<file path="src/rtl/sesr_pkg.sv">
// Function
// - one 8-bit status byte: lock bit7, protect bits3:2, latch bit1, busy bit0.
// - status bits 6 to 4 always read back as zero.
// - protect code 00 none, 01 upper quarter, 10 upper half, 11 all.
// - writes into the protected address range are refused.
// - enable latch reads 1 when writes enabled, cleared at power-up.
// - busy flag reads 1 during the self-timed write, else 0.
// - opcode 05h streams the live status byte while chip select stays low.
// - status read works anytime, even while busy; deselect ends it.
// - opcode 06h sets the enable latch, then input ignored until deselect.
// - opcode 04h clears the enable latch, then waits for deselect.
// - latch cleared at power-up, disable command, and any write completion.
// - status write is 01h plus one byte; deselect exactly after bit eight.
// - valid status write starts fixed busy cycle, latch cleared at end.
// - status write changes only lock and protect bits.
// - status write accepted when lock bit is 0 or protect pin high.
// - lock bit set with protect pin low refuses every status write.
// - hardware protection starts on whichever comes second; pin high ends it.
// - opcode 03h plus three address bytes; low 17 bits select the byte.
// - read address increments per byte and wraps from top to zero.
// - deselect at any bit ends an array read without side effects.
// - array read neither accepted nor executed while busy.
// - input sampled on clock rise, output changes after clock fall.
// - most significant bit first; each command starts at select falling.
// - unknown opcode makes the device ignore input until deselect.
// - while busy only the status read opcode is executed.
`default_nettype none
package sesr_pkg;
  // clock and self-timed write cycle
  localparam int CLK_PERIOD_NS = 100;
  localparam int PROG_TIME_NS  = 1000000;
  localparam int PROG_CYCLES   =
    (PROG_TIME_NS + CLK_PERIOD_NS - 1) / CLK_PERIOD_NS;
  // array geometry
  localparam int ADDR_W = 17;
  localparam logic [16:0] ADDR_QUARTER = 17'h18000;
  localparam logic [16:0] ADDR_HALF    = 17'h10000;
  // opcodes
  localparam logic [7:0] OP_STATUS_READ   = 8'h05;
  localparam logic [7:0] OP_WRITE_ENABLE  = 8'h06;
  localparam logic [7:0] OP_WRITE_DISABLE = 8'h04;
  localparam logic [7:0] OP_STATUS_WRITE  = 8'h01;
  localparam logic [7:0] OP_ARRAY_READ    = 8'h03;
  // status field positions
  localparam int BIT_LOCK  = 7;
  localparam int BIT_BP_HI = 3;
  localparam int BIT_BP_LO = 2;
  localparam int BIT_WEL   = 1;
  localparam int BIT_BUSY  = 0;
  localparam logic [2:0] RESERVED_VAL = 3'h0;
  // protect codes and delivered values
  localparam logic [1:0] BP_NONE    = 2'h0;
  localparam logic [1:0] BP_QUARTER = 2'h1;
  localparam logic [1:0] BP_HALF    = 2'h2;
  localparam logic [1:0] BP_ALL     = 2'h3;
  localparam logic [1:0] BP_RST     = 2'h0;
  localparam logic       LOCK_RST   = 1'h0;
  localparam logic [7:0] IDLE_BYTE  = 8'hFF;
  // bit counter end of byte
  localparam logic [2:0] LAST_BIT   = 3'h7;
  localparam logic [1:0] LAST_ADDR  = 2'h2;

  typedef enum logic [2:0] {
    ST_OPC       = 3'b000,
    ST_ADDR      = 3'b001,
    ST_STAT      = 3'b010,
    ST_READ      = 3'b011,
    ST_STATUS_WRITE_CMD_DATA = 3'b100,
    ST_STATUS_WRITE_CMD_DONE = 3'b101,
    ST_WAIT      = 3'b110
  } sesr_state_t;
endpackage
`default_nettype wire

</file>
<file path="src/rtl/sesr_buf2.sv">
`timescale 1ns/1ns
`default_nettype none
module sesr_buf2 #(
  parameter int W = 8
) (
  input  wire logic         sys_clk,
  input  wire logic         resetn,
  input  wire logic         flush,
  input  wire logic         in_valid,
  output logic              in_ready,
  input  wire logic [W-1:0] in_data,
  output logic              out_valid,
  input  wire logic         out_ready,
  output logic      [W-1:0] out_data
);
  typedef struct packed {
    logic [W-1:0] d0;
    logic [W-1:0] d1;
    logic [1:0]   cnt;
  } sesr_buf_st_t;

  sesr_buf_st_t r;
  sesr_buf_st_t n;
  logic         push;
  logic         pop;

  // two entries: honest full at two, empty at zero
  assign in_ready  = (r.cnt != 2'h2);
  assign out_valid = (r.cnt != 2'h0);
  assign out_data  = r.d0;
  assign push      = in_valid & in_ready;
  assign pop       = out_valid & out_ready;

  // pop shifts d1 down; push lands in first free slot after the pop
  always_comb begin
    n = r;
    if (pop) begin
      n.d0 = r.d1;
    end
    if (push) begin
      if ((r.cnt == 2'h0) || (r.cnt == 2'h1 && pop)) begin
        n.d0 = in_data;
      end else begin
        n.d1 = in_data;
      end
    end
    n.cnt = 2'(r.cnt + {1'b0, push} - {1'b0, pop});
    if (flush) begin
      n.cnt = 2'h0;
    end
  end

  always_ff @(posedge sys_clk) begin
    if (!resetn) begin
      r <= '0;
    end else begin
      r <= n;
    end
  end
endmodule
`default_nettype wire

</file>
<file path="src/rtl/sesr_ctrl.sv">
`timescale 1ns/1ns
`default_nettype none
module sesr_ctrl #(
  parameter int PROG_CYCLES = sesr_pkg::PROG_CYCLES,
  parameter int ADDR_W      = sesr_pkg::ADDR_W
) (
  input  wire logic              sys_clk,
  input  wire logic              resetn,
  input  wire logic              spi_cs_n,
  input  wire logic              spi_sck,
  input  wire logic              spi_mosi,
  output logic                   spi_miso,
  output logic                   spi_miso_oe,
  input  wire logic              wp_n,
  output logic                   mem_req_valid,
  input  wire logic              mem_req_ready,
  output logic      [ADDR_W-1:0] mem_req_addr,
  input  wire logic              mem_rsp_valid,
  output logic                   mem_rsp_ready,
  input  wire logic [7:0]        mem_rsp_data,
  input  wire logic              array_write_done,
  input  wire logic [ADDR_W-1:0] prot_chk_addr,
  output logic                   prot_chk_hit,
  output logic                   hw_protect,
  output logic      [7:0]        status_value
);
  localparam int CW = $clog2(PROG_CYCLES + 1);
  localparam logic [CW-1:0] WC_LOAD = CW'(PROG_CYCLES - 1);

  typedef struct packed {
    sesr_pkg::sesr_state_t state;
    logic              sck_d;
    logic              sel_d;
    logic [2:0]        bit_cnt;
    logic [7:0]        sh_in;
    logic [1:0]        addr_bytes;
    logic [ADDR_W-1:0] addr;
    logic [7:0]        out_sr;
    logic              miso;
    logic              miso_oe;
    logic              need_load;
    logic              write_enable_latch;
    logic              nv_lock;
    logic [1:0]        nv_bp;
    logic              busy;
    logic [CW-1:0]     wc_cnt;
    logic [7:0]        wr_data;
    logic              req_pending;
    logic              rsp_discard;
    logic              prot_hit;
    logic              hw_prot;
  } sesr_st_t;

  sesr_st_t r;
  sesr_st_t n;

  logic [3:0] pins_s;
  logic       cs_n_s;
  logic       sck_s;
  logic       mosi_s;
  logic       wp_n_s;
  logic       sel;
  logic       rise;
  logic       fall;
  logic       cs_rise;
  logic [7:0] rx_byte;
  logic [7:0] status_now;
  logic       opc_done;
  logic       status_write_cmd_ok;
  logic       req_fire;
  logic       rsp_fire;
  logic       buf_in_valid;
  logic       buf_in_ready;
  logic       buf_out_valid;
  logic       buf_out_ready;
  logic [7:0] buf_out_data;

  // status byte with reserved bits forced to zero
  function automatic logic [7:0] status_pack(input logic lock,
                                             input logic [1:0] bp,
                                             input logic write_enable_latch,
                                             input logic busy);
    status_pack = {lock, sesr_pkg::RESERVED_VAL, bp, write_enable_latch, busy};
  endfunction

  // protected range per block-protect code
  function automatic logic addr_protected(input logic [1:0] bp,
                                          input logic [ADDR_W-1:0] a);
    logic [16:0] a17;
    a17 = 17'(a);
    unique case (bp)
      sesr_pkg::BP_NONE:    addr_protected = 1'b0;
      sesr_pkg::BP_QUARTER: addr_protected = (a17 >= sesr_pkg::ADDR_QUARTER);
      sesr_pkg::BP_HALF:    addr_protected = (a17 >= sesr_pkg::ADDR_HALF);
      sesr_pkg::BP_ALL:     addr_protected = 1'b1;
    endcase
  endfunction

  // next read address, wraps at the top of the array
  function automatic logic [ADDR_W-1:0] addr_inc(input logic [ADDR_W-1:0] a);
    addr_inc = ADDR_W'(a + 1'b1);
  endfunction

  // pins come from the master's domain: two flops first
  sesr_sync #(
    .W       (4),
    .RST_VAL (4'hB)
  ) u_sync (
    .sys_clk (sys_clk),
    .resetn  (resetn),
    .d_in    ({spi_cs_n, spi_sck, spi_mosi, wp_n}),
    .d_out   (pins_s)
  );

  assign cs_n_s = pins_s[3];
  assign sck_s  = pins_s[2];
  assign mosi_s = pins_s[1];
  assign wp_n_s = pins_s[0];

  // edges of the sampled link clock, works for idle low or high
  assign sel     = ~cs_n_s;
  assign rise    = sck_s & ~r.sck_d;
  assign fall    = ~sck_s & r.sck_d;
  assign cs_rise = r.sel_d & ~sel;
  assign rx_byte = {r.sh_in[6:0], mosi_s};
  assign opc_done = sel && rise && (r.state == sesr_pkg::ST_OPC) &&
                    (r.bit_cnt == sesr_pkg::LAST_BIT);
  assign status_now = status_pack(r.nv_lock, r.nv_bp, r.write_enable_latch, r.busy);

  // status write allowed with latch set and not busy, unless locked with the pin low
  assign status_write_cmd_ok = r.write_enable_latch && !r.busy && (!r.nv_lock || wp_n_s);

  // read data prefetch, one request outstanding at a time
  assign mem_req_valid = sel && (r.state == sesr_pkg::ST_READ) &&
                         !r.req_pending && !r.rsp_discard;
  assign mem_req_addr  = r.addr;
  assign req_fire      = mem_req_valid & mem_req_ready;
  // a late answer after deselect is swallowed, never buffered
  assign buf_in_valid  = mem_rsp_valid & ~r.rsp_discard;
  assign mem_rsp_ready = r.rsp_discard | buf_in_ready;
  assign rsp_fire      = mem_rsp_valid & mem_rsp_ready;
  assign buf_out_ready = sel && fall && r.need_load &&
                         (r.state == sesr_pkg::ST_READ);

  // stall by the shifter leaves words here instead of losing them
  sesr_buf2 #(
    .W (8)
  ) u_buf (
    .sys_clk   (sys_clk),
    .resetn    (resetn),
    .flush     (~sel),
    .in_valid  (buf_in_valid),
    .in_ready  (buf_in_ready),
    .in_data   (mem_rsp_data),
    .out_valid (buf_out_valid),
    .out_ready (buf_out_ready),
    .out_data  (buf_out_data)
  );

  // command engine, write timer and status bits
  always_comb begin
    logic [7:0] obyte;
    obyte   = sesr_pkg::IDLE_BYTE;
    n       = r;
    n.sck_d = sck_s;
    n.sel_d = sel;
    n.prot_hit = addr_protected(r.nv_bp, prot_chk_addr);
    n.hw_prot  = r.nv_lock & ~wp_n_s;
    // self-timed cycle; nonvolatile bits land at its end
    if (r.busy) begin
      if (r.wc_cnt == '0) begin
        n.busy    = 1'b0;
        n.write_enable_latch     = 1'b0;
        n.nv_lock = r.wr_data[sesr_pkg::BIT_LOCK];
        n.nv_bp   = r.wr_data[sesr_pkg::BIT_BP_HI:sesr_pkg::BIT_BP_LO];
      end else begin
        n.wc_cnt = CW'(r.wc_cnt - 1'b1);
      end
    end
    if (array_write_done) begin
      n.write_enable_latch = 1'b0;
    end
    if (req_fire) begin
      n.req_pending = 1'b1;
      n.addr        = addr_inc(r.addr);
    end
    if (rsp_fire) begin
      n.req_pending = 1'b0;
      n.rsp_discard = 1'b0;
    end
    if (!sel) begin
      // deselect ends every command at any bit
      n.state      = sesr_pkg::ST_OPC;
      n.bit_cnt    = 3'h0;
      n.addr_bytes = 2'h0;
      n.miso_oe    = 1'b0;
      n.need_load  = 1'b0;
      if (cs_rise && r.state == sesr_pkg::ST_STATUS_WRITE_CMD_DONE && status_write_cmd_ok) begin
        n.busy   = 1'b1;
        n.wc_cnt = WC_LOAD;
      end
      if (cs_rise && r.req_pending && !rsp_fire) begin
        n.rsp_discard = 1'b1;
      end
    end else begin
      if (rise) begin
        n.sh_in   = rx_byte;
        n.bit_cnt = 3'(r.bit_cnt + 1'b1);
        // a clock beyond the data byte kills the status write
        if (r.state == sesr_pkg::ST_STATUS_WRITE_CMD_DONE) begin
          n.state = sesr_pkg::ST_WAIT;
        end
        if (r.bit_cnt == sesr_pkg::LAST_BIT) begin
          unique case (r.state)
            sesr_pkg::ST_OPC: begin
              if (r.busy && rx_byte != sesr_pkg::OP_STATUS_READ) begin
                n.state = sesr_pkg::ST_WAIT;
              end else begin
                unique case (rx_byte)
                  sesr_pkg::OP_STATUS_READ: begin
                    n.state     = sesr_pkg::ST_STAT;
                    n.need_load = 1'b1;
                  end
                  sesr_pkg::OP_WRITE_ENABLE: begin
                    n.write_enable_latch   = 1'b1;
                    n.state = sesr_pkg::ST_WAIT;
                  end
                  sesr_pkg::OP_WRITE_DISABLE: begin
                    n.write_enable_latch   = 1'b0;
                    n.state = sesr_pkg::ST_WAIT;
                  end
                  sesr_pkg::OP_STATUS_WRITE: begin
                    n.state = sesr_pkg::ST_STATUS_WRITE_CMD_DATA;
                  end
                  sesr_pkg::OP_ARRAY_READ: begin
                    n.state = sesr_pkg::ST_ADDR;
                  end
                  default: begin
                    n.state = sesr_pkg::ST_WAIT;
                  end
                endcase
              end
            end
            sesr_pkg::ST_ADDR: begin
              // upper address bits fall off the top of the shift
              n.addr       = {r.addr[ADDR_W-9:0], rx_byte};
              n.addr_bytes = 2'(r.addr_bytes + 1'b1);
              if (r.addr_bytes == sesr_pkg::LAST_ADDR) begin
                n.state     = sesr_pkg::ST_READ;
                n.need_load = 1'b1;
              end
            end
            sesr_pkg::ST_STAT: begin
              n.need_load = 1'b1;
            end
            sesr_pkg::ST_READ: begin
              n.need_load = 1'b1;
            end
            sesr_pkg::ST_STATUS_WRITE_CMD_DATA: begin
              n.wr_data = rx_byte;
              n.state   = sesr_pkg::ST_STATUS_WRITE_CMD_DONE;
            end
            sesr_pkg::ST_STATUS_WRITE_CMD_DONE: begin
              n.state = sesr_pkg::ST_WAIT;
            end
            sesr_pkg::ST_WAIT: begin
              n.state = sesr_pkg::ST_WAIT;
            end
            default: begin
              n.state = sesr_pkg::ST_WAIT;
            end
          endcase
        end
      end
      // output moves only after a falling edge, msb first
      if (fall && r.need_load) begin
        if (r.state == sesr_pkg::ST_STAT) begin
          obyte = status_now;
        end else if (buf_out_valid) begin
          obyte = buf_out_data;
        end
        n.miso      = obyte[7];
        n.out_sr    = {obyte[6:0], 1'b0};
        n.miso_oe   = 1'b1;
        n.need_load = 1'b0;
      end else if (fall && r.miso_oe) begin
        n.miso   = r.out_sr[7];
        n.out_sr = {r.out_sr[6:0], 1'b0};
      end
    end
  end

  always_ff @(posedge sys_clk) begin
    if (!resetn) begin
      r         <= '0;
      r.state   <= sesr_pkg::ST_OPC;
      r.sck_d   <= 1'b0; // same as the synchroniser's clock reset level
      r.nv_lock <= sesr_pkg::LOCK_RST;
      r.nv_bp   <= sesr_pkg::BP_RST;
      r.write_enable_latch     <= 1'b0;
    end else begin
      r <= n;
    end
  end

  assign spi_miso     = r.miso;
  assign spi_miso_oe  = r.miso_oe;
  assign prot_chk_hit = r.prot_hit;
  assign hw_protect   = r.hw_prot;
  assign status_value = status_now;

  // helper: length of the busy run
  int busy_run;
  always_ff @(posedge sys_clk) begin
    if (!resetn) begin
      busy_run <= 0;
    end else begin
      busy_run <= r.busy ? busy_run + 1 : 0;
    end
  end
endmodule
`default_nettype wire

</file>
<file path="src/rtl/sesr_sync.sv">
`timescale 1ns/1ns
`default_nettype none
module sesr_sync #(
  parameter int         W       = 1,
  parameter logic [W-1:0] RST_VAL = '0
) (
  input  wire logic         sys_clk,
  input  wire logic         resetn,
  input  wire logic [W-1:0] d_in,
  output logic      [W-1:0] d_out
);
  typedef struct packed {
    logic [W-1:0] s1;
    logic [W-1:0] s2;
  } sesr_sync_st_t;

  sesr_sync_st_t r;
  sesr_sync_st_t n;

  // first stage is only read by the second stage
  always_comb begin
    n    = r;
    n.s1 = d_in;
    n.s2 = r.s1;
  end

  always_ff @(posedge sys_clk) begin
    if (!resetn) begin
      r <= {RST_VAL, RST_VAL};
    end else begin
      r <= n;
    end
  end

  assign d_out = r.s2;
endmodule
`default_nettype wire

</file>
<file path="config.mk">
export PLATFORM = sky130hd
export DESIGN_NAME = sesr_ctrl
export DESIGN_NICKNAME = d
export VERILOG_FILES = /design/src/rtl/sesr_pkg.sv /design/src/rtl/sesr_buf2.sv /design/src/rtl/sesr_ctrl.sv /design/src/rtl/sesr_sync.sv
export SDC_FILE = /design/constraint.sdc
export NUM_CORES = 1
export LEC_CHECK = 0
export BUFFER_PORTS_ARGS = -buffer_cell sky130_fd_sc_hd__buf_2
export CAP_MARGIN = 25
export CORE_UTILIZATION = 46
export DETAILED_ROUTE_END_ITERATION = 10
export HOLD_SLACK_MARGIN = 0.05
export PLACE_DENSITY_LB_ADDON = 0.15
export SLEW_MARGIN = 20
export SYNTH_ARGS = -nofsm -noshare
export SYNTH_HDL_FRONTEND = slang
export SYNTH_SLANG_ARGS = --single-unit
export TNS_END_PERCENT = 100
</file>
<file path="constraint.sdc">
create_clock -name sys_clk -period 2.5 [get_ports sys_clk]
set_input_delay 0.5 -clock sys_clk [delete_from_list [all_inputs] [get_ports sys_clk]]
set_output_delay 0.5 -clock sys_clk [all_outputs]
set_load 0.02 [all_outputs]
</file>
==> results of run 1 <==
-- state kept, by name, indices dropped and copies added (netlist names) --
register / cells
hw_protect: 1
mem_req_addr: 17
prot_chk_hit: 1
r: 44
spi_miso: 1
spi_miso_oe: 1
status_value: 5
u_buf.out_data: 8
u_buf.r: 10
u_sync.d_out: 4
u_sync.n: 4
-- metal layers --
layer,vias to the layer above,part of all wire (%),GRT usage (%)
met2,64,47,33.7
met1,1932,50,27.2
li1,2056,-,-
met3,8,2.4,3.63
met5,-,0,0
met4,0,1.2,4.39
-- cell type report --
type	count	area, sq um	area share (%)
flip-flops and latches	96	1920	37.0
clock inverters	6	45.0	0.867
clock buffers	10	128	2.46
repair buffers	69	403	7.76
well taps	133	166	3.20
multi-input cells	381	2480	47.7
inverters	14	52.6	1.01
-- where the power goes --
part           leakage, nW  internal (mW)  total (mW)  switching [mW]
logic                 1.12         0.0418       0.108          0.0662
clock network       0.0789          0.365       0.922           0.557
registers            0.777           1.55        1.56          0.0106
-- cells by family after synthesis --
logic type | Yosys count | share of synthesized area, %
and+or+nand+nor | 212 | 25.0
AOI/OAI and AO/OA | 129 | 18.4
DFF | 96 | 40.1
buffers and inverters | 76 | 8.46
muxes | 23 | 4.83
adders and majority gates | 7 | 1.83
xor gates and xnor gates | 7 | 1.28
other | 1 | 0.0783
-- how the worst min path moves through the flow --
| stage | start | endpoint | slack, ns |
|---|---|---|---|
| final | spi_cs_n | u_sync.n[3] | 0.32 |
| after global routing | spi_cs_n | u_sync.n[3] | 0.31 |
| after CTS | spi_cs_n | u_sync.n[3] | 0.30 |
| after detailed placement | u_sync.n[0] | u_sync.d_out[0] | 0.40 |
| after global placement | u_sync.n[1] | u_sync.d_out[1] | 0.40 |
| after floorplan | u_sync.n[0] | u_sync.d_out[0] | 0.39 |
-- cells in the final DEF (no fill, tap or decap), types with 9 or more instances in the layout --
cell type,count
a211oi_1,14
a21oi_1,25
a311oi_1,11
a31oi_1,10
buf_2,46
buf_4,23
clkbuf_8,9
dfxtp_1,96
inv_1,13
mux2i_1,22
nand2_1,37
nand2b_1,16
nand3_1,28
nor2_1,39
nor3_1,10
o21ai_0,27
o31ai_1,10
or3_1,10
or4_1,16
-- worst max-delay path: cells and delay by family (launching register included) --
| family | cells | cell delay, ns |
|---|---|---|
| flops | 1 | 0.57 |
| simple gates | 4 | 1.63 |
==> metrics.csv, run 1 <==
metric,value,unit
timing.rr.start,r[74],
synthArstFlopShare,0,%
place.gp.congestion,0.794,
cp_cell_sequence,nand4bb_2 > or4_1 > or4_1 > nand3_1,
synth_edf_count,0,
whs_path_depth,2,
dieArea,0.0108,sq mm
grt_first_pass_wirelength,18.1,mm
vias_per_cell,5.73,
whs,0.316,ns
io_pins,65,
drive_above_1_share,17.4,%
grt_use_total,20.2,%
yosysMostFrequentCell,dfxtp_1,
utilization,52.2,%
yosysTopAreaCell,dfxtp_1,
hold_viol_final,0,
min_path_type,in2reg,
start_util,48.1,%
overflow,0,
dr.pass1.iters,4,
cp.required,2.82,ns
cp-start-kind,flop,
die_y,104,um
cts-htree-levels,3,
r2r_cells,4,
fp-row-count,36,
antennaDiodeCount,0,
power,2.59,mW
final-max-slew-violation-count,0,
drt_iter0_drc,163,
cts_resized,0,
synth_top_area_share,40.1,%
place_inst,693,
antenna_left,0,
hpwl,7.43,mm
fin_skew,0.0164,ns
clk_path_buf_depth,2,
clkTransAtPathRegs,0.10,ns
syn_inst,551,
min_period_over_period,89.7,%
ys.flop_type,dfxtp_1,
crit_fanout,12,
cts_hold_buf,0,
final.setup.worst_slack,0.258,ns
core,0.00995,sq mm
reg2reg_slack,0.26,ns
p_leak,1.98,nW
worst-setup-path-type,reg2reg,
ys_ff_latch,96,
p_per_area,498,mW/mm^2
max-vdd-ir-drop,0.262,mV
max-slew-margin-rel,57.8,%
place_area,0.00502,sq mm
netlist_top_cells_area,"dfxtp_1 40%, mux2i_1 4.6%, buf_4 3.9%",
status,finished clean,
nets,612,
root_buffer,clkbuf_8,
worstPathArrival,2.56,ns
finalCriticalPeriod,2.24,ns
ys_warn_count,0,
ys_types,60,
crit_path_max_incr_delay,0.72,ns
routedWlPerCell,14.8,um
area_delta_synth_final,8.38,%
clock-sinks,96,
die_w,104,um
antenna_found_initial,0,
clock_latency,0.37,ns
crit_end,mem_req_addr[16],
instances_no_fill,709,
rsz0062_at_grt,no,
ys_seq_area_share,40.1,%
vias,4060,
cpMostUsedCell,or4_1,
r2r-end,mem_req_addr[16],
grt_start_max_net_pins,37,
postCtsSetupBuffers,0,
cts_tree,built,
tns,0,ns
syn_avg_cell_area,8.69,sq um
cts_buffers,9,
drc,0,
synth_area,0.00479,sq mm
grt_pass1_vias,3736,
portBuffers,46,
setup.worst_path.start,r[74],
tightest_slew,0.624,ns
synth_common_cells,"96 x dfxtp_1, 39 x nor2_1, 37 x nand2_1",
end_kind,flop,
fill_cells,963,
design_area,0.00519,sq mm
slowest_stage,or4_1,
maxCapViolCount,0,
drt-total-wl,10.5,mm
dp_slack,0.168,ns
setup_viol,0,
clock.fmax,446,MHz
Power figures use the tool's default switching activity.
==> inputs of run 2 (changes only) <==
--- a/config.mk
+++ b/config.mk
@@ -7,7 +7,9 @@
 export LEC_CHECK = 0
 export BUFFER_PORTS_ARGS = -buffer_cell sky130_fd_sc_hd__buf_2
 export CAP_MARGIN = 25
-export CORE_UTILIZATION = 46
+export CELL_PAD_IN_SITES_DETAIL_PLACEMENT = 0
+export CELL_PAD_IN_SITES_GLOBAL_PLACEMENT = 1
+export CORE_UTILIZATION = 43
 export DETAILED_ROUTE_END_ITERATION = 10
 export HOLD_SLACK_MARGIN = 0.05
 export PLACE_DENSITY_LB_ADDON = 0.15
==> metrics.csv, run 2 (same netlist as run 1, synthesis figures left out) <==
metric,value,unit
cp.required,2.83,ns
portBuffers,46,
hpwl,7.82,mm
min_path_type,in2reg,
worstPathArrival,2.53,ns
r2r_cells,4,
fin_skew,0.0142,ns
place_area,0.00503,sq mm
grt_pass1_vias,3768,
cts-htree-levels,3,
grt_use_total,20.3,%
antenna_left,0,
vias_per_cell,5.65,
timing.rr.start,r[75],
place.gp.congestion,0.826,
start_util,44.2,%
die_w,108,um
drive_above_1_share,17.2,%
antennaDiodeCount,0,
design_area,0.00525,sq mm
area_delta_synth_final,9.56,%
cts_hold_buf,0,
place_inst,700,
tightest_slew,0.659,ns
status,finished clean,
p_per_area,535,mW/mm^2
drt-total-wl,11.0,mm
worst-setup-path-type,reg2reg,
die_y,108,um
hold_viol_final,0,
routedWlPerCell,15.4,um
clk_path_buf_depth,2,
maxCapViolCount,0,
grt_first_pass_wirelength,18.4,mm
cts_tree,built,
finalCriticalPeriod,2.20,ns
min_period_over_period,88.2,%
crit_fanout,10,
fill_cells,1116,
cts_resized,0,
core,0.0108,sq mm
overflow,0,
io_pins,65,
final_common_cell,dfxtp_1,
final-max-slew-violation-count,0,
cp-start-kind,flop,
largest_register_ffs,44,
whs_path_depth,2,
drt_iter0_drc,158,
layout_common_cells,"96 x dfxtp_1, 46 x buf_2, 39 x nor2_1",
whs_endpoint,u_sync.n[3],
antenna_found_initial,0,
dr.pass1.iters,4,
vias,4042,
drc,0,
cts_buffers,9,
clock_latency,0.38,ns
clkTransAtPathRegs,0.10,ns
r2r-end,mem_req_addr[16],
nets,612,
rsz0062_at_grt,no,
grt_start_max_net_pins,37,
clock.fmax,454,MHz
clock-sinks,96,
instances_no_fill,715,
tns,0,ns
end_kind,flop,
min_from,spi_cs_n,
postCtsSetupBuffers,0,
reg2reg_slack,0.30,ns
max-vdd-ir-drop,0.269,mV
root_buffer,clkbuf_8,
setup_viol,0,
dieArea,0.0116,sq mm
p_leak,2.01,nW
largest-register,r,
fp-row-count,38,
max-slew-margin-rel,55.4,%
run 2: cell count changes in the layout (fill, tap and decap cells not counted), sizes merged:
cell	change
clkinv	-1
inv	-1
clkbuf	+2
clkinvlp	-3
bufinv	+2
run 2: per-layer routing:
| layer | global-route usage [%] | share of wire, % | vias to the layer above |
|---|---|---|---|
| li1 | - | - | 2052 |
| met1 | 26.1 | 47 | 1919 |
| met2 | 33.1 | 47 | 50 |
| met3 | 3.27 | 2.9 | 21 |
| met4 | 9.59 | 2.6 | 0 |
| met5 | 0 | 0 | - |
run 2: how the worst max path moves through the flow:
stage          cells after the start          endpoint  slack [ns]           from
4_1_cts                            4  mem_req_addr[16]        0.27          r[75]
6_report                           4  mem_req_addr[16]        0.30          r[75]
5_1_grt                            4  mem_req_addr[16]        0.15          r[75]
3_3_place_gp                       5  mem_req_addr[16]        0.18  mem_req_ready
2_1_floorplan                     10        u_buf.r[1]        0.26          r[76]
3_5_place_dp                       5  mem_req_addr[16]        0.15  mem_req_ready
run 2: per-stage QoR:
step	power, mW	hold WS [ns]	util, %	worst slack [ns]
after CTS	2.85	0.287	48.4	0.270
after global routing	2.92	0.289	48.4	0.149
final	2.81	0.305	48.4	0.296
after global placement	1.70	0.395	46.4	0.182
after detailed placement	1.70	0.396	46.4	0.153
after floorplan	1.66	0.386	-	0.261
run 2: worst max-delay path, stage by stage (launching register included):
cell,delay (ns)
dfxtp_1,0.52
nand4bb_2,0.27
or4_1,0.73
or4_1,0.55
nand3_1,0.10
run 2: power breakdown:
| part | total [mW] | internal, mW | switching [mW] |
|---|---|---|---|
| Clock | 1.14 | 0.612 | 0.531 |
| Sequential | 1.56 | 1.55 | 0.0107 |
| Combinational | 0.109 | 0.0419 | 0.0669 |
| Total | 2.81 | 2.20 | 0.609 |
run 2: area by class of cell:
class,instances,area (sq um),area share [%]
repair buffers,69,403,7.68
inverters,14,52.6,1.00
clock inverters,3,65.1,1.24
well taps,140,175,3.34
clock buffers,12,155,2.96
multi-input cells,381,2480,47.2
flip-flops and latches,96,1920,36.6
==> inputs of run 3 (changes only) <==
==> constraint.sdc (replaced) <==
create_clock -name sys_clk -period 2.5 [get_ports sys_clk]
set_input_delay 0.375 -clock sys_clk [delete_from_list [all_inputs] [get_ports sys_clk]]
set_output_delay 0.375 -clock sys_clk [all_outputs]
set_load 0.02 [all_outputs]
==> metrics.csv, run 3 (same netlist as run 1, synthesis figures left out) <==
metric,value,unit
r2r-end,mem_req_addr[16],
min_period_over_period,91.0,%
timing.rr.start,r[74],
cts_resized,0,
area_delta_synth_final,8.91,%
io_pins,65,
clock-sinks,96,
min_from,spi_mosi,
max-vdd-ir-drop,0.289,mV
drt-total-wl,11.0,mm
clock.fmax,440,MHz
rsz0062_at_grt,no,
nets,610,
cp.required,2.83,ns
tightest_slew,0.663,ns
grt_use_total,20.1,%
routedWlPerCell,15.4,um
dieArea,0.0116,sq mm
place.gp.congestion,0.804,
cts_tree,built,
grt_pass1_vias,3704,
slowest_stage,or4_1,
worst-setup-path-type,reg2reg,
cp.depth,4,
grt_start_max_net_pins,37,
min_path_type,in2reg,
regArea,0.00192,sq mm
cts_hold_buf,0,
intPower,2.10,mW
drive_above_1_share,17.1,%
largest-register,r,
die_w,108,um
overflow,0,
r2r_cells,4,
cp_cell_sequence,nand4bb_2 > or4_1 > or4_1 > nand3_1,
setup_viol,0,
cp-start-kind,flop,
p_comb_share,4.0,%
path_delay_family,simple AND/OR/NAND/NOR gates,
clkTransAtPathRegs,0.10,ns
p_leak,2.00,nW
finalCriticalPeriod,2.28,ns
p_sw,0.647,mW
hold_viol_final,0,
portBuffers,46,
crit_fanout,12,
power,2.75,mW
crit_end,mem_req_addr[16],
maxCapViolCount,0,
p_clk_share,39.5,%
p_seq_share,56.6,%
antenna_found_initial,0,
antennaDiodeCount,0,
status,finished clean,
drt_iter0_drc,190,
largest_register_ffs,44,
root_buffer,clkbuf_8,
cts-htree-levels,3,
hpwl,7.72,mm
worstPathArrival,2.60,ns
clk_path_buf_depth,2,
postCtsSetupBuffers,0,
p_sw_share,23.5,%
fin_skew,0.0142,ns
final_common_cell,dfxtp_1,
vias_per_cell,5.65,
layout_common_cells,"96 x dfxtp_1, 46 x buf_2, 39 x nor2_1",
vias,4030,
fp-row-count,38,
start_util,44.2,%
drc,0,
cpMostUsedCell,or4_1,
fill_cells,1123,
cts_buffers,9,
final-max-slew-violation-count,0,
reg2reg_slack,0.22,ns
clock_latency,0.39,ns
die_y,108,um
setup.worst_path.start,r[74],
dr.pass1.iters,4,
crit_path_max_incr_delay,0.73,ns
core,0.0108,sq mm
path_buf_inv,0,
tns,0,ns
p_per_area,527,mW/mm^2
antenna_left,0,
end_kind,flop,
grt_first_pass_wirelength,18.1,mm
max-slew-margin-rel,55.2,%
multi_input_area,0.00248,sq mm
==> run 3: cell types whose count changed in the layout (fill, tap and decap cells not counted) <==
cell and delta:
clkinv_4 +1, buf_4 -2, inv_6 +1, bufinv_16 -1
clkbuf_1 -1
==> run 3: through the flow <==
stage,setup slack (ns),util [%],cell area (sq um),std cells,hold WS [ns]
floorplan,0.261,-,4800,553,0.386
global placement,0.295,46.2,5010,698,0.392
detailed placement,0.257,46.2,5010,698,0.392
CTS,0.223,48.1,5220,713,0.159
global route,0.0982,48.1,5220,713,0.155
finish,0.225,48.1,5220,713,0.165
==> run 3: power by group through the flow <==
| stage | logic [mW] | registers (mW) | clock network, mW |
|---|---|---|---|
| after floorplan | 0.0754 | 1.59 | 0 |
| final | 0.109 | 1.56 | 1.09 |
| after global routing | 0.122 | 1.56 | 1.17 |
| after detailed placement | 0.110 | 1.59 | 0 |
| after global placement | 0.109 | 1.59 | 0 |
| after CTS | 0.111 | 1.56 | 1.11 |
==> run 3: final cells by class <==
class	instances	share of cell area [%]
well taps	140	3.36
clock inverters	4	1.01
multi-input cells	381	47.5
clock buffers	11	2.90
flip-flops and latches	96	36.8
repair buffers	67	7.43
inverters	14	1.01
==> run 3: layer usage <==
layer / track usage, % / share of wire [%]
met2: 32.6 / 47
met4: 7.53 / 1.5
met5: 0 / 0
met3: 4.48 / 3.2
met1: 25.9 / 48
==> run 3: worst min path at each step <==
stage,to,depth (start not counted)
after floorplan,u_sync.d_out[0],1
after global placement,u_sync.d_out[3],1
after detailed placement,u_sync.d_out[1],1
after CTS,u_sync.n[1],2
after global routing,u_sync.n[1],2
final,u_sync.n[1],2
